--- config.mk ---
export PLATFORM = sky130hd
export DESIGN_NAME = reader_tx_timing
export DESIGN_NICKNAME = d
export VERILOG_FILES = /design/src/reader_tx_pkg.sv /design/src/reader_tx_timing.sv /design/src/pulse_shaper.sv
export VERILOG_INCLUDE_DIRS = /design/src /design/src/src
export SDC_FILE = /design/constraint.sdc
export NUM_CORES = 1
export LEC_CHECK = 0
export BUFFER_PORTS_ARGS = -buffer_cell sky130_fd_sc_hd__buf_2
export CAP_MARGIN = 5
export CORE_ASPECT_RATIO = 2
export CORE_MARGIN = 2
export CORE_UTILIZATION = 65
export CTS_BUF_LIST = sky130_fd_sc_hd__clkbuf_8
export DETAILED_ROUTE_END_ITERATION = 6
export PLACE_DENSITY = 0.88
export SLEW_MARGIN = 5
export SYNTH_ARGS = -nofsm -noshare
export SYNTH_HDL_FRONTEND = slang
export SYNTH_SLANG_ARGS = --single-unit
export TNS_END_PERCENT = 20
--- constraint.sdc ---
create_clock -name mclk_i -period 6.5 [get_ports mclk_i]
set_input_delay 1.3 -clock mclk_i [delete_from_list [all_inputs] [get_ports mclk_i]]
set_output_delay 1.3 -clock mclk_i [all_outputs]
set_load 0.05 [all_outputs]
--- src/reader_tx_defs.svh ---
/*
 * Offsets, field positions, reset values and timing counts of the
 * transmitter timing configuration block.
 * Assumes a 20 MHz system clock and a 13.56 MHz carrier.
 */
// Summary of operation
// RQ1 - Pulse lasts programmed width plus one carriers.
// RQ2 - Pulse never runs past the bit end.
// RQ3 - Pulse start follows the start-position setting.
// RQ4 - Width applies only under Miller coding.
// RQ5 - Same width shapes start and stop symbols.
// RQ6 - Burst length from fields, level from control.
// RQ7 - Burst codes 0..7 give 8..256 bits.
// RQ8 - Symbol 1 burst uses symbol 0 mapping.
// RQ9 - Wait counts from last send or receive.
// RQ10 - Wait step: 16 carriers or half bit.
// RQ11 - Control bits 5..3 are wait upper bits.
// RQ12 - Wait count is eleven bits wide.
// RQ13 - No transmission before the wait elapses.
// RQ14 - Stop code picks stop bit and guard units.
// RQ15 - Stop and guard only under Type B.
`ifndef READER_TX_DEFS_SVH
`define READER_TX_DEFS_SVH

// Register indices; the byte address is four times the index.
`define RTX_IDX_PULSE_WIDTH   8'h2F
`define RTX_IDX_BURST_LENGTHS 8'h30
`define RTX_IDX_WAIT_CONTROL  8'h31
`define RTX_IDX_WAIT_LOWER    8'h32
`define RTX_IDX_MODE          8'h38
`define RTX_IDX_STATUS        8'h39

// Reset values.
`define RTX_RST_PULSE_WIDTH   8'h00
`define RTX_RST_BURST_LENGTHS 8'h00
`define RTX_RST_WAIT_CONTROL  8'hC0
`define RTX_RST_WAIT_LOWER    8'h00
`define RTX_RST_MODE          8'h00

// Burst length register fields.
`define RTX_BURST_ONE_MSB     6
`define RTX_BURST_ONE_LSB     4
`define RTX_BURST_ZERO_MSB    2
`define RTX_BURST_ZERO_LSB    0
`define RTX_BURST_MASK        8'h77

// Wait control register fields.
`define RTX_WAIT_ORIGIN_BIT   7
`define RTX_WAIT_UNIT_BIT     6
`define RTX_WAIT_UPPER_MSB    5
`define RTX_WAIT_UPPER_LSB    3
`define RTX_STOP_MSB          2
`define RTX_STOP_LSB          0

// Mode register fields.
`define RTX_MODE_MILLER_BIT   0
`define RTX_MODE_TYPE_B_BIT   1
`define RTX_MODE_POS_MSB      3
`define RTX_MODE_POS_LSB      2
`define RTX_MODE_LEVEL_BIT    4
`define RTX_MODE_FREQ_MSB     6
`define RTX_MODE_FREQ_LSB     5
`define RTX_MODE_MASK         8'h7F

// Carrier enable from the system clock, rates in kHz.
`define RTX_CARRIER_KHZ       16'd13560
`define RTX_MCLK_KHZ          16'd20000

// Wait step and bit period, in carrier clocks.
`define RTX_WAIT_STEP_CARRIERS 8'd16
`define RTX_ETU_BASE_CARRIERS  8'd128

// Burst lengths in bits for codes 0 to 7.
`define RTX_BURST_LEN_0       9'd8
`define RTX_BURST_LEN_1       9'd16
`define RTX_BURST_LEN_2       9'd32
`define RTX_BURST_LEN_3       9'd48
`define RTX_BURST_LEN_4       9'd64
`define RTX_BURST_LEN_5       9'd96
`define RTX_BURST_LEN_6       9'd128
`define RTX_BURST_LEN_7       9'd256

`endif

--- src/reader_tx_pkg.sv ---
/*
 * Types of the transmitter timing configuration block.
 * Assumes nothing beyond a SystemVerilog compiler.
 */
package reader_tx_pkg;

    // Symbols that the frame source hands to the sequencer.
    typedef enum logic [2:0] {
        SYM_DATA      = 3'h0,
        SYM_START     = 3'h1,
        SYM_STOP      = 3'h2,
        SYM_BURST0    = 3'h3,
        SYM_BURST1    = 3'h4,
        SYM_CHAR_END  = 3'h5,
        SYM_FRAME_END = 3'h6
    } sym_code_type;

    // Sequencer states, one-hot.
    typedef enum logic [2:0] {
        ST_IDLE   = 3'b001,
        ST_FETCH  = 3'b010,
        ST_SYMBOL = 3'b100
    } seq_state_type;

endpackage : reader_tx_pkg

--- src/reader_tx_timing.sv ---
/*
 * Transmitter timing block: pulse width, symbol bursts, transmit wait
 * guard and Type B stop and guard insertion, with its registers on an
 * Avalon-MM slave port.
 * Assumes a frame source that hands over one symbol at a time and a
 * receiver that pulses rx_end_i at the end of each received frame.
 */
`timescale 1ns/1ps
`default_nettype none
`include "reader_tx_defs.svh"
module reader_tx_timing (
    // Clock and reset.
    input  wire logic        mclk_i,
    input  wire logic        rst_n_i,
    // Avalon-MM slave.
    input  wire logic [9:0]  address_i,
    input  wire logic        read_i,
    input  wire logic        write_i,
    input  wire logic [3:0]  byteenable_i,
    input  wire logic [31:0] writedata_i,
    output logic [31:0]      readdata_o,
    output logic             waitrequest_o,
    // Symbol stream from the framer.
    input  wire logic        sym_valid_i,
    input  wire logic [2:0]  sym_code_i,
    input  wire logic        sym_pulse_i,
    output logic             sym_ready_o,
    // Receiver event.
    input  wire logic        rx_end_i,
    // Transmitter drive.
    output logic             mod_o,
    output logic             burst_active_o,
    output logic             burst_level_o,
    output logic             stop_guard_o,
    output logic             tx_busy_o,
    output logic             tx_end_o
);

    // Register file.
    logic [7:0] data_pulse_width;      // Pulse width minus one.
    logic [7:0] symbol_burst_lengths;  // Both burst length codes.
    logic [7:0] tx_wait_control;       // Wait origin, unit, upper, stop.
    logic [7:0] wait_count_lower;      // Low byte of the wait count.
    logic [7:0] tx_mode;               // Coding, position, level, rate.

    // Bus slave state.
    logic       bus_ack;               // Second cycle of an access.
    logic [7:0] bus_index;             // Word index of the access.
    logic       wr_lane0;              // Write that reaches bits 7..0.

    // Decoded configuration.
    logic        miller_select;
    logic        type_b_select;
    logic [1:0]  pulse_start_position_select;
    logic        burst_level_control;
    logic [1:0]  bit_stream_frequency;
    logic [2:0]  one_symbol_burst_length;
    logic [2:0]  zero_symbol_burst_length;
    logic        wait_origin_select;
    logic        wait_unit_select;
    logic [2:0]  wait_count_upper;
    logic [10:0] guard_wait_count;
    logic [2:0]  stop_and_guard_length;
    logic [7:0]  etu_len;              // Bit period in carrier clocks.
    logic [7:0]  pulse_offset;         // Pulse start within the bit.

    // Carrier enable.
    logic [15:0] carrier_acc;
    logic        carrier_en;

    // Wait guard.
    logic [7:0]  step_cnt;             // Carriers within one wait step.
    logic [7:0]  step_len;             // Carriers per wait step.
    logic [10:0] wait_steps;           // Steps elapsed since the origin.
    logic        wait_done;
    logic        origin_event;

    // Sequencer.
    reader_tx_pkg::seq_state_type state;
    reader_tx_pkg::seq_state_type next_state;
    reader_tx_pkg::sym_code_type  sym_code;
    logic [7:0]  carrier_cnt;          // Carriers within the current bit.
    logic [8:0]  bits_left;            // Bits left in the current symbol.
    logic        bit_wrap;             // Last carrier of a bit.
    logic        sym_accept;           // Symbol taken this cycle.
    logic        sym_takes_time;       // Accepted symbol occupies bits.
    logic [8:0]  sym_bits;             // Bits that symbol occupies.
    logic        bit_start;            // Start of a data, start or stop bit.
    logic        cur_pulse;            // Accepted symbol wants a pulse.
    logic        cur_shaped;           // Accepted symbol is pulse-shaped.

    // Maps a burst length code to a number of bits.
    function automatic logic [8:0] burst_bits(input logic [2:0] code);
        case (code)
            3'h0:    burst_bits = `RTX_BURST_LEN_0;
            3'h1:    burst_bits = `RTX_BURST_LEN_1;
            3'h2:    burst_bits = `RTX_BURST_LEN_2;
            3'h3:    burst_bits = `RTX_BURST_LEN_3;
            3'h4:    burst_bits = `RTX_BURST_LEN_4;
            3'h5:    burst_bits = `RTX_BURST_LEN_5;
            3'h6:    burst_bits = `RTX_BURST_LEN_6;
            default: burst_bits = `RTX_BURST_LEN_7;
        endcase
    endfunction

    // Field decode of the stored registers.
    assign miller_select  = tx_mode[`RTX_MODE_MILLER_BIT];
    assign type_b_select  = tx_mode[`RTX_MODE_TYPE_B_BIT];
    assign pulse_start_position_select =
        tx_mode[`RTX_MODE_POS_MSB:`RTX_MODE_POS_LSB];
    assign burst_level_control = tx_mode[`RTX_MODE_LEVEL_BIT];
    assign bit_stream_frequency =
        tx_mode[`RTX_MODE_FREQ_MSB:`RTX_MODE_FREQ_LSB];
    assign one_symbol_burst_length =
        symbol_burst_lengths[`RTX_BURST_ONE_MSB:`RTX_BURST_ONE_LSB];
    assign zero_symbol_burst_length =
        symbol_burst_lengths[`RTX_BURST_ZERO_MSB:`RTX_BURST_ZERO_LSB];
    assign wait_origin_select = tx_wait_control[`RTX_WAIT_ORIGIN_BIT];
    assign wait_unit_select   = tx_wait_control[`RTX_WAIT_UNIT_BIT];
    assign wait_count_upper   =
        tx_wait_control[`RTX_WAIT_UPPER_MSB:`RTX_WAIT_UPPER_LSB]; // RQ11
    assign guard_wait_count   = {wait_count_upper, wait_count_lower}; // RQ12
    assign stop_and_guard_length =
        tx_wait_control[`RTX_STOP_MSB:`RTX_STOP_LSB];

    // The bit period halves with each step of the rate code.
    assign etu_len = `RTX_ETU_BASE_CARRIERS >> bit_stream_frequency;
    // Pulse start in quarters of the bit period.
    assign pulse_offset = 8'((10'(etu_len) *
                              10'(pulse_start_position_select)) >> 2); // RQ3

    // Bus handshake: every access takes one wait state, so the answer is
    // fixed and read data comes straight from a flip-flop.
    assign bus_index     = address_i[9:2];
    assign waitrequest_o = (read_i | write_i) & ~bus_ack;
    assign wr_lane0      = write_i & ~bus_ack & byteenable_i[0];

    // Ends every access one cycle after it starts.
    always_ff @(posedge mclk_i) begin
        if (!rst_n_i) begin
            bus_ack <= 1'b0;
        end else begin
            bus_ack <= (read_i | write_i) & ~bus_ack;
        end
    end

    // Register writes; an unmapped write is dropped.
    always_ff @(posedge mclk_i) begin
        if (!rst_n_i) begin
            data_pulse_width     <= `RTX_RST_PULSE_WIDTH;
            symbol_burst_lengths <= `RTX_RST_BURST_LENGTHS;
            tx_wait_control      <= `RTX_RST_WAIT_CONTROL;
            wait_count_lower     <= `RTX_RST_WAIT_LOWER;
            tx_mode              <= `RTX_RST_MODE;
        end else if (wr_lane0) begin
            case (bus_index)
                `RTX_IDX_PULSE_WIDTH: data_pulse_width <= writedata_i[7:0];
                // Reserved bits 7 and 3 stay zero.
                `RTX_IDX_BURST_LENGTHS:
                    symbol_burst_lengths <= writedata_i[7:0] & `RTX_BURST_MASK;
                `RTX_IDX_WAIT_CONTROL: tx_wait_control <= writedata_i[7:0];
                `RTX_IDX_WAIT_LOWER: wait_count_lower <= writedata_i[7:0];
                `RTX_IDX_MODE: tx_mode <= writedata_i[7:0] & `RTX_MODE_MASK;
                // Unmapped or read-only writes are ignored.
                default: ;
            endcase
        end
    end

    // Read data, latched in the wait-state cycle; unmapped reads give zero.
    always_ff @(posedge mclk_i) begin
        if (!rst_n_i) begin
            readdata_o <= 32'h0000_0000;
        end else if (read_i & ~bus_ack) begin
            case (bus_index)
                `RTX_IDX_PULSE_WIDTH: readdata_o <= 32'(data_pulse_width);
                `RTX_IDX_BURST_LENGTHS:
                    readdata_o <= 32'(symbol_burst_lengths);
                `RTX_IDX_WAIT_CONTROL: readdata_o <= 32'(tx_wait_control);
                `RTX_IDX_WAIT_LOWER: readdata_o <= 32'(wait_count_lower);
                `RTX_IDX_MODE: readdata_o <= 32'(tx_mode);
                `RTX_IDX_STATUS: readdata_o <= 32'({burst_active_o, tx_busy_o,
                    wait_done});
                default: readdata_o <= 32'h0000_0000;
            endcase
        end
    end

    // Carrier enable by phase accumulation: 20 MHz cannot be divided down
    // to 13.56 MHz exactly, so the enable has one cycle of jitter but the
    // right average rate.
    always_ff @(posedge mclk_i) begin
        if (!rst_n_i) begin
            carrier_acc <= 16'h0000;
            carrier_en  <= 1'b0;
        end else if (carrier_acc + `RTX_CARRIER_KHZ >= `RTX_MCLK_KHZ) begin
            carrier_acc <= carrier_acc + `RTX_CARRIER_KHZ - `RTX_MCLK_KHZ;
            carrier_en  <= 1'b1;
        end else begin
            carrier_acc <= carrier_acc + `RTX_CARRIER_KHZ;
            carrier_en  <= 1'b0;
        end
    end

    // Wait step length: sixteen carriers, or half a bit period.
    assign step_len = wait_unit_select ? (etu_len >> 1)
                                       : `RTX_WAIT_STEP_CARRIERS; // RQ10
    // Origin of the wait: end of our last frame or of the last reception.
    assign origin_event = wait_origin_select ? rx_end_i : tx_end_o; // RQ9

    // Wait timer; it saturates at the programmed count, so a count that
    // software raises later extends the wait even once it is over.
    always_ff @(posedge mclk_i) begin
        if (!rst_n_i) begin
            step_cnt   <= 8'h00;
            wait_steps <= 11'h7FF;
        end else if (origin_event) begin
            step_cnt   <= 8'h00;
            wait_steps <= 11'h000;
        end else if (carrier_en && wait_steps < guard_wait_count) begin
            if (step_cnt + 8'h01 >= step_len) begin
                step_cnt   <= 8'h00;
                wait_steps <= wait_steps + 11'h001;
            end else begin
                step_cnt <= step_cnt + 8'h01;
            end
        end
    end

    // A frame may start only when the wait has run out.
    assign wait_done = (wait_steps >= guard_wait_count) && !origin_event;
    // The framer may hand over a symbol at idle once the wait has
    // elapsed, and at any symbol boundary within a frame.
    always_comb begin
        case (state)
            reader_tx_pkg::ST_IDLE:  sym_ready_o = wait_done; // RQ13
            reader_tx_pkg::ST_FETCH: sym_ready_o = 1'b1;
            default:                 sym_ready_o = 1'b0;
        endcase
    end
    assign sym_accept = sym_valid_i & sym_ready_o;

    // Bits occupied by an accepted symbol; zero means it takes no time.
    always_comb begin
        case (reader_tx_pkg::sym_code_type'(sym_code_i))
            reader_tx_pkg::SYM_DATA,
            reader_tx_pkg::SYM_START,
            reader_tx_pkg::SYM_STOP:
                sym_bits = 9'h001;
            reader_tx_pkg::SYM_BURST0:
                sym_bits = burst_bits(zero_symbol_burst_length); // RQ7
            reader_tx_pkg::SYM_BURST1:
                sym_bits = burst_bits(one_symbol_burst_length); // RQ8
            reader_tx_pkg::SYM_CHAR_END:
                // Stop bit plus guard units equal the code value.
                sym_bits = type_b_select ?
                           {6'h00, stop_and_guard_length} : 9'h000; // RQ14 RQ15
            default:
                sym_bits = 9'h000;
        endcase
    end
    assign sym_takes_time = sym_accept && (sym_bits != 9'h000);

    // Sequencer transitions.
    always_comb begin
        next_state = state;
        case (state)
            reader_tx_pkg::ST_IDLE,
            reader_tx_pkg::ST_FETCH: begin
                if (sym_accept) begin
                    if (sym_code_i == 3'(reader_tx_pkg::SYM_FRAME_END)) begin
                        next_state = reader_tx_pkg::ST_IDLE;
                    end else if (sym_takes_time) begin
                        next_state = reader_tx_pkg::ST_SYMBOL;
                    end else begin
                        next_state = reader_tx_pkg::ST_FETCH;
                    end
                end
            end
            reader_tx_pkg::ST_SYMBOL: begin
                if (bit_wrap && bits_left == 9'h001) begin
                    next_state = reader_tx_pkg::ST_FETCH;
                end
            end
            default: begin
                next_state = reader_tx_pkg::ST_IDLE;
            end
        endcase
    end

    // State register.
    always_ff @(posedge mclk_i) begin
        if (!rst_n_i) begin
            state <= reader_tx_pkg::ST_IDLE;
        end else begin
            state <= next_state;
        end
    end

    // Last carrier of the bit in progress.
    assign bit_wrap = (state == reader_tx_pkg::ST_SYMBOL) && carrier_en &&
                      (carrier_cnt + 8'h01 >= etu_len);

    // Bit timing and symbol length counting.
    always_ff @(posedge mclk_i) begin
        if (!rst_n_i) begin
            carrier_cnt <= 8'h00;
            bits_left   <= 9'h000;
            sym_code    <= reader_tx_pkg::SYM_DATA;
        end else if (sym_takes_time) begin
            carrier_cnt <= 8'h00;
            bits_left   <= sym_bits;
            sym_code    <= reader_tx_pkg::sym_code_type'(sym_code_i);
        end else if (bit_wrap) begin
            carrier_cnt <= 8'h00;
            bits_left   <= bits_left - 9'h001;
        end else if (carrier_en && state == reader_tx_pkg::ST_SYMBOL) begin
            carrier_cnt <= carrier_cnt + 8'h01;
        end
    end

    // Pulse request of the symbol taken; bursts and guards carry none.
    assign cur_shaped = (sym_code_i == 3'(reader_tx_pkg::SYM_DATA)) ||
                        (sym_code_i == 3'(reader_tx_pkg::SYM_START)) ||
                        (sym_code_i == 3'(reader_tx_pkg::SYM_STOP));
    assign cur_pulse  = sym_pulse_i && cur_shaped; // RQ5
    assign bit_start  = sym_takes_time && cur_shaped;

    // Width limit only under Miller coding; other codings keep the pulse
    // to the end of the bit.
    pulse_shaper u_shaper (
        .mclk_i        (mclk_i),
        .rst_n_i       (rst_n_i),
        .carrier_en_i  (carrier_en),
        .bit_start_i   (bit_start | (bit_wrap && bits_left == 9'h001)),
        .pulse_en_i    (cur_pulse & bit_start),
        .limit_width_i (miller_select), // RQ4
        .width_i       (data_pulse_width), // RQ1
        .offset_i      (pulse_offset),
        .bit_len_i     (etu_len),
        .mod_o         (mod_o)
    );

    // Registered drive levels for bursts, stop and guard, and frame end.
    always_ff @(posedge mclk_i) begin
        if (!rst_n_i) begin
            burst_active_o <= 1'b0;
            burst_level_o  <= 1'b0;
            stop_guard_o   <= 1'b0;
            tx_busy_o      <= 1'b0;
            tx_end_o       <= 1'b0;
        end else begin
            burst_active_o <= (next_state == reader_tx_pkg::ST_SYMBOL) &&
                ((sym_takes_time ? sym_code_i : 3'(sym_code)) ==
                     3'(reader_tx_pkg::SYM_BURST0) ||
                 (sym_takes_time ? sym_code_i : 3'(sym_code)) ==
                     3'(reader_tx_pkg::SYM_BURST1)); // RQ6
            burst_level_o  <= burst_level_control; // RQ6
            stop_guard_o   <= (next_state == reader_tx_pkg::ST_SYMBOL) &&
                ((sym_takes_time ? sym_code_i : 3'(sym_code)) ==
                     3'(reader_tx_pkg::SYM_CHAR_END)); // RQ14
            tx_busy_o      <= (next_state != reader_tx_pkg::ST_IDLE);
            tx_end_o       <= sym_accept && (state != reader_tx_pkg::ST_IDLE) &&
                (sym_code_i == 3'(reader_tx_pkg::SYM_FRAME_END)); // RQ9
        end
    end

endmodule : reader_tx_timing
`default_nettype wire

--- src/pulse_shaper.sv ---
/*
 * Shapes one modulation pulse inside one bit period.
 * Assumes bit_start_i coincides with a carrier enable boundary.
 */
`timescale 1ns/1ps
`default_nettype none
module pulse_shaper (
    // Clock and reset.
    input  wire logic       mclk_i,
    input  wire logic       rst_n_i,
    // Timing.
    input  wire logic       carrier_en_i,
    input  wire logic       bit_start_i,
    // Pulse request and shape.
    input  wire logic       pulse_en_i,
    input  wire logic       limit_width_i,
    input  wire logic [7:0] width_i,
    input  wire logic [7:0] offset_i,
    input  wire logic [7:0] bit_len_i,
    // Modulation output.
    output logic            mod_o
);

    logic [7:0] pos;       // Carrier clocks since the bit began.
    logic       armed;     // This bit carries a pulse.
    logic       active;    // Pulse window decode.

    // The position saturates at the bit length, so the window closes there
    // even when the next bit boundary comes late.
    always_ff @(posedge mclk_i) begin
        if (!rst_n_i) begin
            pos   <= 8'h00;
            armed <= 1'b0;
        end else if (bit_start_i) begin
            pos   <= 8'h00;
            armed <= pulse_en_i;
        end else if (carrier_en_i && pos < bit_len_i) begin
            pos <= pos + 8'h01;
        end
    end

    // Window from the offset for width plus one carriers, cut at bit end.
    always_comb begin
        active = armed && (pos >= offset_i) && (pos < bit_len_i); // RQ2 RQ3
        if (limit_width_i &&
            ({1'b0, pos} > ({1'b0, offset_i} + {1'b0, width_i}))) begin
            active = 1'b0; // RQ1
        end
    end

    // Registered so the pin never sees decode glitches.
    always_ff @(posedge mclk_i) begin
        if (!rst_n_i) begin
            mod_o <= 1'b0;
        end else begin
            mod_o <= active;
        end
    end

endmodule : pulse_shaper
`default_nettype wire

==> Word-level counts from Yosys, hierarchy flattened <==
Index checks and enable logic that the tools add are counted.
{ "word_totals": {"ff_bits": 144, "out_inout_bits": 40, "word_cells": 146, "in_bits": 56} }
{ "classes": {"n_bitwise": 10, "n_reduce_logical": 39, "n_mul": 1, "muxes": 22, "n_shift": 1, "n_addsub": 8, "magnitude_cmp": 8, "eq_ne": 34} }
{ "ops": {"columns": ["cell", "n"], "rows": [
  ["case mux 9 bit (7 select lines)", 2],
  ["== test 8 x 6 -> 1 bit, second input constant", 6],
  ["case mux 8 bit (6 select lines)", 1],
  ["== test 3 bit, second input constant", 13],
  ["case mux 9 bit (4 select lines)", 1],
  ["two-way mux 11 bit", 3],
  ["adder 8 x 1 -> 8 bit, second input constant", 3],
  ["== test 3 x 2 -> 1 bit, second input constant", 8],
  ["two-way mux 3 bit", 6],
  ["two-way mux 9 bit", 2],
  ["adder 16 x 14 -> 16 bit, second input constant", 1],
  ["greater-or-equal comparator 16 x 15 -> 1 bit, second input constant", 1],
  ["greater-or-equal comparator 8 bit", 2],
  ["logical AND 1 bit", 16],
  ["two-way mux 16 bit", 1],
  ["subtractor 16 x 15 -> 16 bit, second input constant", 1],
  ["== test 3 x 1 -> 1 bit, second input constant", 4],
  ["AND reduction 2 bit", 6],
  ["adder 11 x 1 -> 11 bit, second input constant", 1],
  ["greater-or-equal comparator 11 bit", 1],
  ["< comparator 11 bit", 1],
  ["multiplier 8 x 2 -> 10 bit", 1],
  ["adder 8 x 8 -> 9 bit", 1],
  ["== test 9 x 1 -> 1 bit, second input constant", 1],
  ["other kinds (21)", 40]
]} }

==> Logic depth before layout (Yosys ltp) <==
Gate-level depths: netlist (run 1).
{ "logic_depth": {"ltp_word": 12, "depth_mapped": 17, "ltp_nobuf": 17} }

==> Modules after synthesis <==
A second synthesis (run 1) with hierarchy kept.
{ "unflattened": {"cells_unflattened": 969, "area_unflattened_um2": 7734.9} }
{ "by_module_without_submodules": {"columns": ["mod", "area_each_um2", "n_inst", "seq_area_each_um2", "cells_per_inst"], "rows": [
  ["reader_tx_timing", 6434.9, 1, 2142.1, 814],
  ["pulse_shaper", 1300.0, 1, 200.2, 155]
]} }

==> Worst setup path before layout (run 1) <==
Ideal clock, no wire load.
{ "synth_path": {"kind": "in2out", "startpoint": "input port rx_end_i", "endpoint": "output port sym_ready_o", "required_ns": 5.200, "arrival_ns": 2.519, "path_slack_ns": 2.681, "path_stages": 5, "path_buffers": 0, "cell_sequence": "mux2i_1 o21ai_0 nor2_1 a21oi_1 nor2_1"} }
{ "synth_between": {"elab_chain_len": 4} }
{ "synth_rtl": {"columns": ["item", "line", "text"], "rows": [
  ["start: declaration", "reader_tx_timing.sv:29", "input wire logic rx_end_i,"],
  ["two-way mux 1 bit", "reader_tx_timing.sv:209", "assign origin_event = wait_origin_select ? rx_end_i : tx_end_o;"],
  ["zero test 1 bit", "reader_tx_timing.sv:231", "assign wait_done = (wait_steps >= guard_wait_count) && !origin_event;"],
  ["logical AND 1 bit", "reader_tx_timing.sv:231", null],
  ["case mux 1 bit (2 select lines)", "reader_tx_timing.sv:235", "case (state)"],
  ["end: declaration", "reader_tx_timing.sv:27", "output logic sym_ready_o,"]
]} }
No other way between the ends.

==> Worst setup path in the final report (run 1) <==
{ "layout_path": {"startpoint": "register tx_wait_control[3]", "endpoint": "output port sym_ready_o"} }
{ "layout_between": {"elab_chain_len": 3} }
{ "layout_rtl": {"columns": ["item", "line", "text"], "rows": [
  ["start: declaration", "reader_tx_timing.sv:42", "logic [7:0] tx_wait_control;"],
  ["start signal: assignment", "reader_tx_timing.sv:152", "tx_wait_control <= `RTX_RST_WAIT_CONTROL;"],
  ["start signal: assignment", "reader_tx_timing.sv:161", "`RTX_IDX_WAIT_CONTROL: tx_wait_control <= writedata_i[7:0];"],
  ["greater-or-equal comparator 11 bit", "reader_tx_timing.sv:231", null],
  ["logical AND 1 bit", "reader_tx_timing.sv:231", null],
  ["case mux 1 bit (2 select lines)", "reader_tx_timing.sv:235", null]
]} }
No other way between the ends.

==> results of run 1 <==
## kinds of logic (layout without fill, tap and decap cells)
logic type | after synthesis | count (layout) | synth area share
flip-flops | 117 | 117 | 0.304
multiplexers | 42 | 42 | 0.0580
AO/OA/AOI/OAI | 172 | 172 | 0.149
adder cells (fa/ha/maj) | 60 | 60 | 0.0994
buffers and inverters | 106 | 121 | 0.0737
XOR/XNOR | 63 | 63 | 0.0716
AND/OR/NAND/NOR | 367 | 367 | 0.244
other | 1 | 24 | 0.000487
## worst paths after layout
| check | from | slack [ns] | to | cells past startpoint |
|---|---|---|---|---|
| worst max-delay path | tx_wait_control[3] | 2.21 | sym_ready_o | 10 |
| worst min-delay path | readdata_o[0] | 0.48 | readdata_o[0] | 2 |
| worst max register to register | tx_mode[5] | 2.84 | u_shaper.mod_o | 16 |
| worst min register to register | readdata_o[0] | 0.48 | readdata_o[0] | 2 |
## worst max-delay path: stages, from the launching register on
cell and delay [ns]:
dfxtp_1 0.37, inv_1 0.06, ha_1 0.31, a21oi_1 0.22, o21a_1 0.20, o21ai_0 0.11, nor3_1 0.56, nor2_1 0.25
a21oi_1 0.20, nor2_1 0.06, buf_2 0.21
## power by group through the flow
stage          logic [W]  clock network (W)  registers, W
2_1_floorplan   0.000608                  0      0.000818
3_3_place_gp    0.000627                  0      0.000873
3_5_place_dp    0.000645                  0      0.000874
4_1_cts         0.000650           0.000718      0.000859
5_1_grt         0.000722           0.000743      0.000872
6_report        0.000656           0.000714      0.000864
## metrics by stage
step	util	setup WS, ns	hold WS, ns
global route	0.707	2.15	0.502
finish	0.707	2.21	0.479
global placement	0.671	2.40	0.463
CTS	0.707	2.24	0.481
detailed placement	0.671	2.40	0.471
floorplan	-	2.68	0.448
## layout by cell type (no fill, tap or decap), types with 4 or more instances in the layout
cell type    n
nor3b_1      5
a211oi_1     8
inv_1       46
and3_1      11
bufinv_16    4
mux2i_1     39
a221oi_1     5
clkinv_2     4
nand2_1     80
dfxtp_1    117
nand2b_1    10
a31oi_1      4
and2_1       9
nand3b_1     6
xor2_1      20
buf_4        4
nor4b_1      4
a22oi_1      5
nor3_1      26
a21o_1       4
clkbuf_8    18
o311ai_0     4
buf_2       42
or2_2        4
conb_1      24
or3_1        7
a311oi_1     4
nand3_1     40
ha_1        58
xnor2_1     43
a21oi_1     50
nand4b_1     7
o21a_1      12
nor2_1      98
nand4_1     16
nor2b_1     14
o21ai_0     41
nor4_1      17
## per-layer routing
metal  vias to the layer above  routed length (um)  global-route usage
met1                      3291                6570               0.296
met4                         0                1340               0.219
met3                        95                 814              0.0559
met2                       237               10700               0.601
li1                       3299                   -                   -
met5                         -                   0                   0
## final cells by class
cell class | instances | area share
Inverter | 44 | 0.0201
Clock inverter | 13 | 0.0202
Multi-Input combinational cell | 728 | 0.593
Sequential cell | 117 | 0.285
Timing Repair Buffer | 46 | 0.0292
Tap cell | 145 | 0.0221
Clock buffer | 18 | 0.0301
==> Implementation_results.wiki, run 1 <==
{| class="wikitable"
! Metric !! Value
|-
| Final antenna-violating net count || 0
|-
| Setup Crit Path Kind || reg -> out
|-
| Number of instances resized during post-cts repair || 0
|-
| Global-route wire length before repair || 31500 um
|-
| Final instance area || 0.00822 mm^2
|-
| Placed Instance Area || 0.00781 mm^2
|-
| Global-route usage over all layers || 0.318
|-
| 1st-iter DRT viols || 370
|-
| Synth area leaders || dfxtp_1, ha_1, mux2i_1
|-
| Commonest cells in the netlist || dfxtp_1, nor2_1, nand2_1, ha_1, a21oi_1
|-
| Arrival time worst endpoint || 2.99 ns
|-
| PwrDens || 272 mW/mm^2
|-
| Total number of clock tree sinks || 117
|-
| Die Ht || 158 um
|-
| Top FF cell, synth || dfxtp_1
|-
| Buffer count from post-CTS setup fixing || 0
|-
| Internal power || 0.00145 W
|-
| Sum of routed wire length over all layers || 19400 um
|-
| Setup crit end kind || primary output
|-
| Number of max-cap violations || 0
|-
| TritonCTS clock tree || built
|-
| Area taken by flip-flops and latches || 0.00234 mm^2
|-
| Area occupied by multi-input gates || 0.00488 mm^2
|-
| Initial antenna violation count || 0
|-
| DR WL/cell || 17.5 um
|-
| Sw frac || 0.353
|-
| Syn Inst Count || 928
|-
| Leakage dissipation || 3.36 nW
|-
| Category of the worst setup path launch point || flop
|-
| Placer congestion estimate || 0.883
|-
| Tmin final || 4.29 ns
|-
| Area of the mapped netlist || 0.00770 mm^2
|-
| Core footprint || 0.0116 mm^2
|-
| Sequential share of the synthesized area || 0.304
|-
| Final period util || 0.661
|-
| Number of flip-flops in the largest register || 13
|-
| Hold Path Class || reg -> reg
|-
| Fraction of final layout cells sized beyond drive strength 1 || 0.105
|-
| DRT Pass-1 Iters || 5
|-
| Tightest Pin Transition || 1.07 ns
|-
| Bufs on Longest Clock Path || 2
|-
| Fraction of registers with async set or reset after synthesis || 0
|-
| Share of power burned in the clock network || 0.320
|-
| Post-placement cell count || 1080
|-
| DIE WIDTH || 81.0 um
|-
| Post-detailed-placement half-perimeter wirelength || 14300 um
|-
| Number of standard cells in the final layout excluding fillers || 1111
|-
| Total overflow reported by the global router || 0
|-
| Relative max-transition margin || 0.285
|-
| Worst VDD drop || 0.182 mV
|-
| Fraction of power consumed by combinational cells || 0.294
|-
| Biggest regs || carrier_acc: 13 flops, wait_steps: 11 flops, bits_left: 9 flops
|-
| Total inserted antenna cells || 0
|-
| Count of endpoints failing hold in the final timing report || 0
|-
| Final number of setup-violating endpoints || 0
|-
| Netlist cell types || 77
|-
| Die area || 0.0128 mm^2
|-
| Setup clock skew after layout || 0.0126 ns
|-
| Via-per-instance ratio || 6.23
|-
| Share of power burned in registers || 0.387
|-
| Setup repair after global routing missed its margin || no
|-
| Count of final max-slew check failures || 0
|-
| Dominant cell by count in the synthesized netlist || dfxtp_1
|-
| Largest net degree at the start of global routing || 47
|-
| Most area-hungry cell type in the Yosys netlist || dfxtp_1
|-
| Number of vias after detailed routing || 6922
|-
| Clock buffers created by TritonCTS || 17
|-
| Post-route DRC violation count || 0
|-
| Top reg by flops || carrier_acc
|-
| Number of buffers added on ports || 42
|-
| Maximum fanout encountered on the critical timing path || 3
|-
| Number of synthesized flops with an enable pin || 0
|-
| Total I/O pin count || 96
|-
| Number of flip-flops and latches in the synthesized netlist || 117
|-
| Number of hold-repair buffers added at the cts stage || 0
|-
| Clock latency of the later-clocked register in the worst-skew pair || 0.45 ns
|-
| Clock tree root driver cell || clkbuf_8
|-
| Fraction of post-synthesis cell area in the top cell type by area || 0.304
|-
| Max Freq || 233 MHz
|-
| # rows || 56
|-
| Area growth from synthesis to layout || 6.74%
|-
| Starting density of the core || 0.662
|-
| Power dissipated by switching net loads || 0.000789 W
|-
| Clock slew at the register clock pins of the worst setup and hold paths || 0.07 ns
|-
| Number of levels in the clock H-tree || 4
|-
| Required time of the critical path || 5.20 ns
|-
| Synthesized area divided by synthesized cell count || 8.30 um^2
|-
| Final layout net count || 1070
|-
| Run status || finished, final reports clean
|-
| Setup_tns || 0 ns
|-
| Fill count || 914
|-
| Via count of the first global-routing pass || 6855
|-
| Overall power consumption || 0.00223 W
|-
| Yosys warning count || 0
|}
No activity file was read; power rests on OpenSTA's default activity.
==> inputs of run 2 (changes only) <==
--- a/config.mk
+++ b/config.mk
@@ -10,10 +10,10 @@
 export CAP_MARGIN = 5
 export CORE_ASPECT_RATIO = 2
 export CORE_MARGIN = 2
-export CORE_UTILIZATION = 65
+export CORE_UTILIZATION = 61
 export CTS_BUF_LIST = sky130_fd_sc_hd__clkbuf_8
 export DETAILED_ROUTE_END_ITERATION = 6
-export PLACE_DENSITY = 0.88
+export PLACE_DENSITY = 0.83
 export SLEW_MARGIN = 5
 export SYNTH_ARGS = -nofsm -noshare
 export SYNTH_HDL_FRONTEND = slang
==> constraint.sdc (replaced) <==
create_clock -name mclk_i -period 4.35 [get_ports mclk_i]
set_input_delay 0.87 -clock mclk_i [delete_from_list [all_inputs] [get_ports mclk_i]]
set_output_delay 0.87 -clock mclk_i [all_outputs]
set_load 0.05 [all_outputs]
==> Implementation_results.wiki, run 2 (synthesis results as in run 1) <==
{| class="wikitable"
! Metric !! Value
|-
| Run status || finished, final reports clean
|-
| Sum of routed wire length over all layers || 19000 um
|-
| Crit-path leading delay family || simple AND/OR/NAND/NOR gates
|-
| Total I/O pin count || 96
|-
| Die Ht || 163 um
|-
| Buffer count from post-CTS setup fixing || 0
|-
| Number of buffers added on ports || 42
|-
| Fraction of final layout cells sized beyond drive strength 1 || 0.112
|-
| Count of endpoints failing hold in the final timing report || 0
|-
| Max incr delay on CP || 0.44 ns
|-
| PwrDens || 404 mW/mm^2
|-
| Total number of clock tree sinks || 117
|-
| WHS || 0.486 ns
|-
| TritonCTS clock tree || built
|-
| Leakage dissipation || 3.41 nW
|-
| Max Freq || 269 MHz
|-
| Setup Crit Path Kind || reg -> out
|-
| Most used cells in the layout excluding fill and tap cells || dfxtp_1, nor2_1, nand2_1
|-
| Buf+Inv Stages, Crit Path || 2
|-
| Number of vias after detailed routing || 6791
|-
| Biggest regs || carrier_acc: 13 flops, wait_steps: 11 flops, bits_left: 9 flops
|-
| Global-route usage over all layers || 0.277
|-
| Number of flip-flops in the largest register || 13
|-
| Hold Path Class || reg -> reg
|-
| Total inserted antenna cells || 0
|-
| Clock latency of the later-clocked register in the worst-skew pair || 0.44 ns
|-
| Required time of the critical path || 3.48 ns
|-
| Fill count || 1073
|-
| Setup crit end kind || primary output
|-
| Maximum fanout encountered on the critical timing path || 3
|-
| Bufs on Longest Clock Path || 2
|-
| Count of final max-slew check failures || 0
|-
| Largest net degree at the start of global routing || 46
|-
| Starting density of the core || 0.617
|-
| Number of levels in the clock H-tree || 4
|-
| Final layout net count || 1078
|-
| DIE WIDTH || 83.5 um
|-
| Total overflow reported by the global router || 0
|-
| Die area || 0.0136 mm^2
|-
| Tightest Pin Transition || 0.795 ns
|-
| DRT Pass-1 Iters || 5
|-
| Final period util || 0.853
|-
| DR WL/cell || 16.9 um
|-
| Post-detailed-placement half-perimeter wirelength || 14500 um
|-
| Arrival time worst endpoint || 2.84 ns
|-
| Tmin final || 3.71 ns
|-
| Initial antenna violation count || 0
|-
| Category of the worst setup path launch point || flop
|-
| Setup repair after global routing missed its margin || no
|-
| Clock buffers created by TritonCTS || 17
|-
| Cell type of the slowest stage on the worst timing path || nor3_1
|-
| Core footprint || 0.0125 mm^2
|-
| Global-route wire length before repair || 30300 um
|-
| Post-Route Utilization || 0.665
|-
| Area growth from synthesis to layout || 7.76%
|-
| Placer congestion estimate || 0.909
|-
| Final number of setup-violating endpoints || 0
|-
| # rows || 58
|-
| Number of hold-repair buffers added at the cts stage || 0
|-
| Relative max-transition margin || 0.466
|-
| Post-route DRC violation count || 0
|-
| Number of instances resized during post-cts repair || 0
|-
| Top reg by flops || carrier_acc
|-
| Most frequent standard cell in the layout excluding fill and tap cells || dfxtp_1
|-
| Post-placement cell count || 1093
|-
| Via count of the first global-routing pass || 6542
|-
| 1st-iter DRT viols || 293
|-
| Number of max-cap violations || 0
|-
| Worst VDD drop || 0.382 mV
|-
| Final antenna-violating net count || 0
|-
| Setup clock skew after layout || 0.0104 ns
|-
| Setup_tns || 0 ns
|-
| Number of standard cells in the final layout excluding fillers || 1125
|-
| Clock tree root driver cell || clkbuf_8
|-
| Via-per-instance ratio || 6.04
|-
| Worst path cell trace || inv_1 -> ha_1 -> a21oi_1 -> o21a_1 -> o21ai_0 -> nor3_1 -> nor2_1 -> a21oi_1 -> nor2_1 -> buf_2
|-
| Clock slew at the register clock pins of the worst setup and hold paths || 0.07 ns
|}
[run 2: cell type report]
| cell class | count | area (um^2) | share of cell area |
|---|---|---|---|
| tap | 150 | 188 | 0.0226 |
| timing repair buffer | 54 | 300 | 0.0362 |
| inverter | 44 | 165 | 0.0199 |
| sequential | 117 | 2340 | 0.282 |
| multi-input combinational | 728 | 4880 | 0.588 |
| clock buffer | 19 | 262 | 0.0315 |
| clock inverter | 13 | 165 | 0.0199 |
[run 2: worst paths after layout]
path	start	end	cells after the start	slack, ns
min	step_cnt[7]	step_cnt[7]	1	0.49
max reg2reg	tx_mode[5]	u_shaper.mod_o	16	0.79
max	tx_wait_control[5]	sym_ready_o	10	0.64
min reg2reg	step_cnt[7]	step_cnt[7]	1	0.49
[run 2: power breakdown]
part	leakage, nW	internal, W	switching, W
sequential	0.952	0.00115	0.000139
clock	0.226	0.000643	0.000447
combinational	2.23	0.000394	0.000585
total	3.41	0.00219	0.00117
[run 2: worst reg2reg max path: cells and delay by family, from the launching register on]
family | cells | cell delay, ns
fa+ha+maj | 4 | 1.31
compound gates | 6 | 0.78
simple gates | 5 | 0.71
flops | 1 | 0.47
xor+xnor | 1 | 0.17
[run 2: routing by layer]
metal	track usage	vias to the layer above	routed length, um
li1	-	3325	-
met2	0.521	231	10100
met1	0.267	3151	6850
met5	0	-	0
met3	0.0451	84	870
met4	0.204	0	1240
[run 2: through the flow]
stage	total power (W)	instance area [um^2]	setup slack (ns)
6_report	0.00336	8300	0.639
5_1_grt	0.00352	8300	0.500
4_1_cts	0.00335	8300	0.680
3_5_place_dp	0.00227	7880	0.890
3_3_place_gp	0.00225	7880	0.968
2_1_floorplan	0.00213	7790	1.28
==> inputs of run 3 (changes only) <==
--- a/config.mk
+++ b/config.mk
@@ -13,7 +13,7 @@
 export CORE_UTILIZATION = 61
 export CTS_BUF_LIST = sky130_fd_sc_hd__clkbuf_8
 export DETAILED_ROUTE_END_ITERATION = 6
-export PLACE_DENSITY = 0.83
+export PLACE_DENSITY = 0.91
 export SLEW_MARGIN = 5
 export SYNTH_ARGS = -nofsm -noshare
 export SYNTH_HDL_FRONTEND = slang
==> Implementation_results.wiki, run 3 (synthesis results as in run 1) <==
{| class="wikitable"
! Metric !! Value
|-
| Source of the worst hold timing path || tx_wait_control[3]
|-
| Worst hold endpoint || tx_wait_control[3]
|-
| Launching instance or port of the critical path || tx_wait_control[5]
|-
| Bufs on Longest Clock Path || 2
|-
| Setup crit end kind || primary output
|-
| Cell type of the slowest stage on the worst timing path || nor3_1
|-
| Count of endpoints failing hold in the final timing report || 0
|-
| Global-route wire length before repair || 32100 um
|-
| Count of final max-slew check failures || 0
|-
| Post-Route Utilization || 0.664
|-
| Number of hold-repair buffers added at the cts stage || 0
|-
| Sum of routed wire length over all layers || 19700 um
|-
| DIE WIDTH || 83.5 um
|-
| Relative max-transition margin || 0.110
|-
| Max incr delay on CP || 0.52 ns
|-
| Clock buffers created by TritonCTS || 17
|-
| DR WL/cell || 17.5 um
|-
| Buf+Inv Stages, Crit Path || 2
|-
| Top reg by flops || carrier_acc
|-
| Leakage dissipation || 3.39 nW
|-
| Core footprint || 0.0125 mm^2
|-
| Clock latency of the later-clocked register in the worst-skew pair || 0.46 ns
|-
| Setup_tns || 0 ns
|-
| Number of max-cap violations || 0
|-
| Category of the worst setup path launch point || flop
|-
| Pre-CTS setup slack || 0.723 ns
|-
| Starting density of the core || 0.617
|-
| Critical Path Stages || 10
|-
| Total number of clock tree sinks || 117
|-
| Post-route DRC violation count || 0
|-
| Total I/O pin count || 96
|-
| Most used cells in the layout excluding fill and tap cells || dfxtp_1, nor2_1, nand2_1
|-
| Via count of the first global-routing pass || 7076
|-
| PwrDens || 400 mW/mm^2
|-
| DRT Pass-1 Iters || 6
|-
| Required time of the critical path || 3.48 ns
|-
| Register-to-register setup slack || 0.64 ns
|-
| Final number of setup-violating endpoints || 0
|-
| Worst reg2reg path endpoint || wait_steps[6]
|-
| # rows || 58
|-
| Clock slew at the register clock pins of the worst setup and hold paths || 0.07 ns
|-
| Worst Hold Path Cells || 2
|-
| Area occupied by multi-input gates || 0.00488 mm^2
|-
| 1st-iter DRT viols || 415
|-
| Arrival time worst endpoint || 2.90 ns
|-
| Fraction of final layout cells sized beyond drive strength 1 || 0.115
|-
| Final layout net count || 1078
|-
| Run status || finished, final reports clean
|-
| Worst path cell trace || inv_1 -> ha_1 -> a21oi_1 -> o21a_1 -> o21ai_0 -> nor3_1 -> nor2_1 -> a21oi_1 -> nor2_1 -> buf_2
|-
| Worst VDD drop || 0.424 mV
|-
| Area growth from synthesis to layout || 7.50%
|-
| Final period util || 0.866
|-
| Number of flip-flops in the largest register || 13
|-
| Setup repair after global routing missed its margin || no
|-
| Final antenna-violating net count || 0
|-
| Path depth of the worst reg2reg path || 12
|-
| Die area || 0.0136 mm^2
|-
| Global-route usage over all layers || 0.292
|-
| Post-detailed-placement half-perimeter wirelength || 14800 um
|-
| Number of instances resized during post-cts repair || 0
|-
| Hold Path Class || reg -> reg
|-
| Buffer count from post-CTS setup fixing || 0
|-
| Total inserted antenna cells || 0
|-
| Tightest Pin Transition || 1.33 ns
|-
| Initial antenna violation count || 0
|-
| Setup Crit Path Kind || reg -> out
|-
| Tmin final || 3.77 ns
|-
| Via-per-instance ratio || 6.23
|-
| Biggest regs || carrier_acc: 13 flops, wait_steps: 11 flops, bits_left: 9 flops
|-
| TritonCTS clock tree || built
|-
| Number of buffers added on ports || 42
|-
| Max Freq || 265 MHz
|-
| Fill count || 1026
|-
| Setup clock skew after layout || 0.0138 ns
|-
| Largest net degree at the start of global routing || 46
|-
| PnR worst setup slack || 0.583 ns
|-
| Area taken by flip-flops and latches || 0.00234 mm^2
|-
| Clock tree root driver cell || clkbuf_8
|-
| Die Ht || 163 um
|-
| Placer congestion estimate || 0.911
|-
| Maximum fanout encountered on the critical timing path || 3
|-
| Total overflow reported by the global router || 0
|-
| Number of levels in the clock H-tree || 4
|-
| Crit-path leading delay family || simple AND/OR/NAND/NOR gates
|-
| Number of vias after detailed routing || 7007
|-
| Startpoint of the lowest-slack register-to-register path || step_cnt[0]
|-
| Most frequent standard cell in the layout excluding fill and tap cells || dfxtp_1
|}
[run 3: area by class of cell]
class                           count  share of cell area
Multi-Input combinational cell    728               0.589
Sequential cell                   117               0.283
Timing Repair Buffer               54              0.0363
Clock buffer                       17              0.0282
Tap cell                          150              0.0227
Clock inverter                     15              0.0208
Inverter                           44              0.0199
[run 3: worst max-delay path by stage]
stage                     endpoint
finish                 sym_ready_o
CTS                  wait_steps[6]
detailed placement   wait_steps[6]
global route           sym_ready_o
global placement     wait_steps[6]
floorplan           u_shaper.mod_o
[run 3: where the power goes]
group / total [W] / internal (W) / switching [W] / leakage, nW
Sequential: 0.00129 / 0.00115 / 0.000146 / 0.952
Clock: 0.00103 / 0.000524 / 0.000509 / 0.207
Combinational: 0.000987 / 0.000392 / 0.000595 / 2.23
[run 3: routing by layer]
metal / GRT usage / wire, um / vias up / share of wire
met5: 0 / 0 / - / 0
met4: 0.246 / 1550 / 0 / 0.078
met3: 0.0644 / 989 / 101 / 0.050
met2: 0.531 / 10300 / 272 / 0.52
met1: 0.272 / 6870 / 3326 / 0.35
li1: - / - / 3308 / -
[run 3: stage by stage]
stage | hold WS, ns | instance area (um^2) | total power, W | cells
after floorplan | 0.448 | 7790 | 0.00213 | 951
after global placement | 0.461 | 7880 | 0.00225 | 1093
after detailed placement | 0.469 | 7880 | 0.00228 | 1093
after CTS | 0.483 | 8280 | 0.00331 | 1125
after global routing | 0.498 | 8280 | 0.00346 | 1125
final | 0.483 | 8280 | 0.00331 | 1125
[run 3: tightest hold or removal path, stage by stage (launching register included)]
cell     delay [ns]
dfxtp_1        0.33
nand2_1        0.06
a21oi_1        0.05
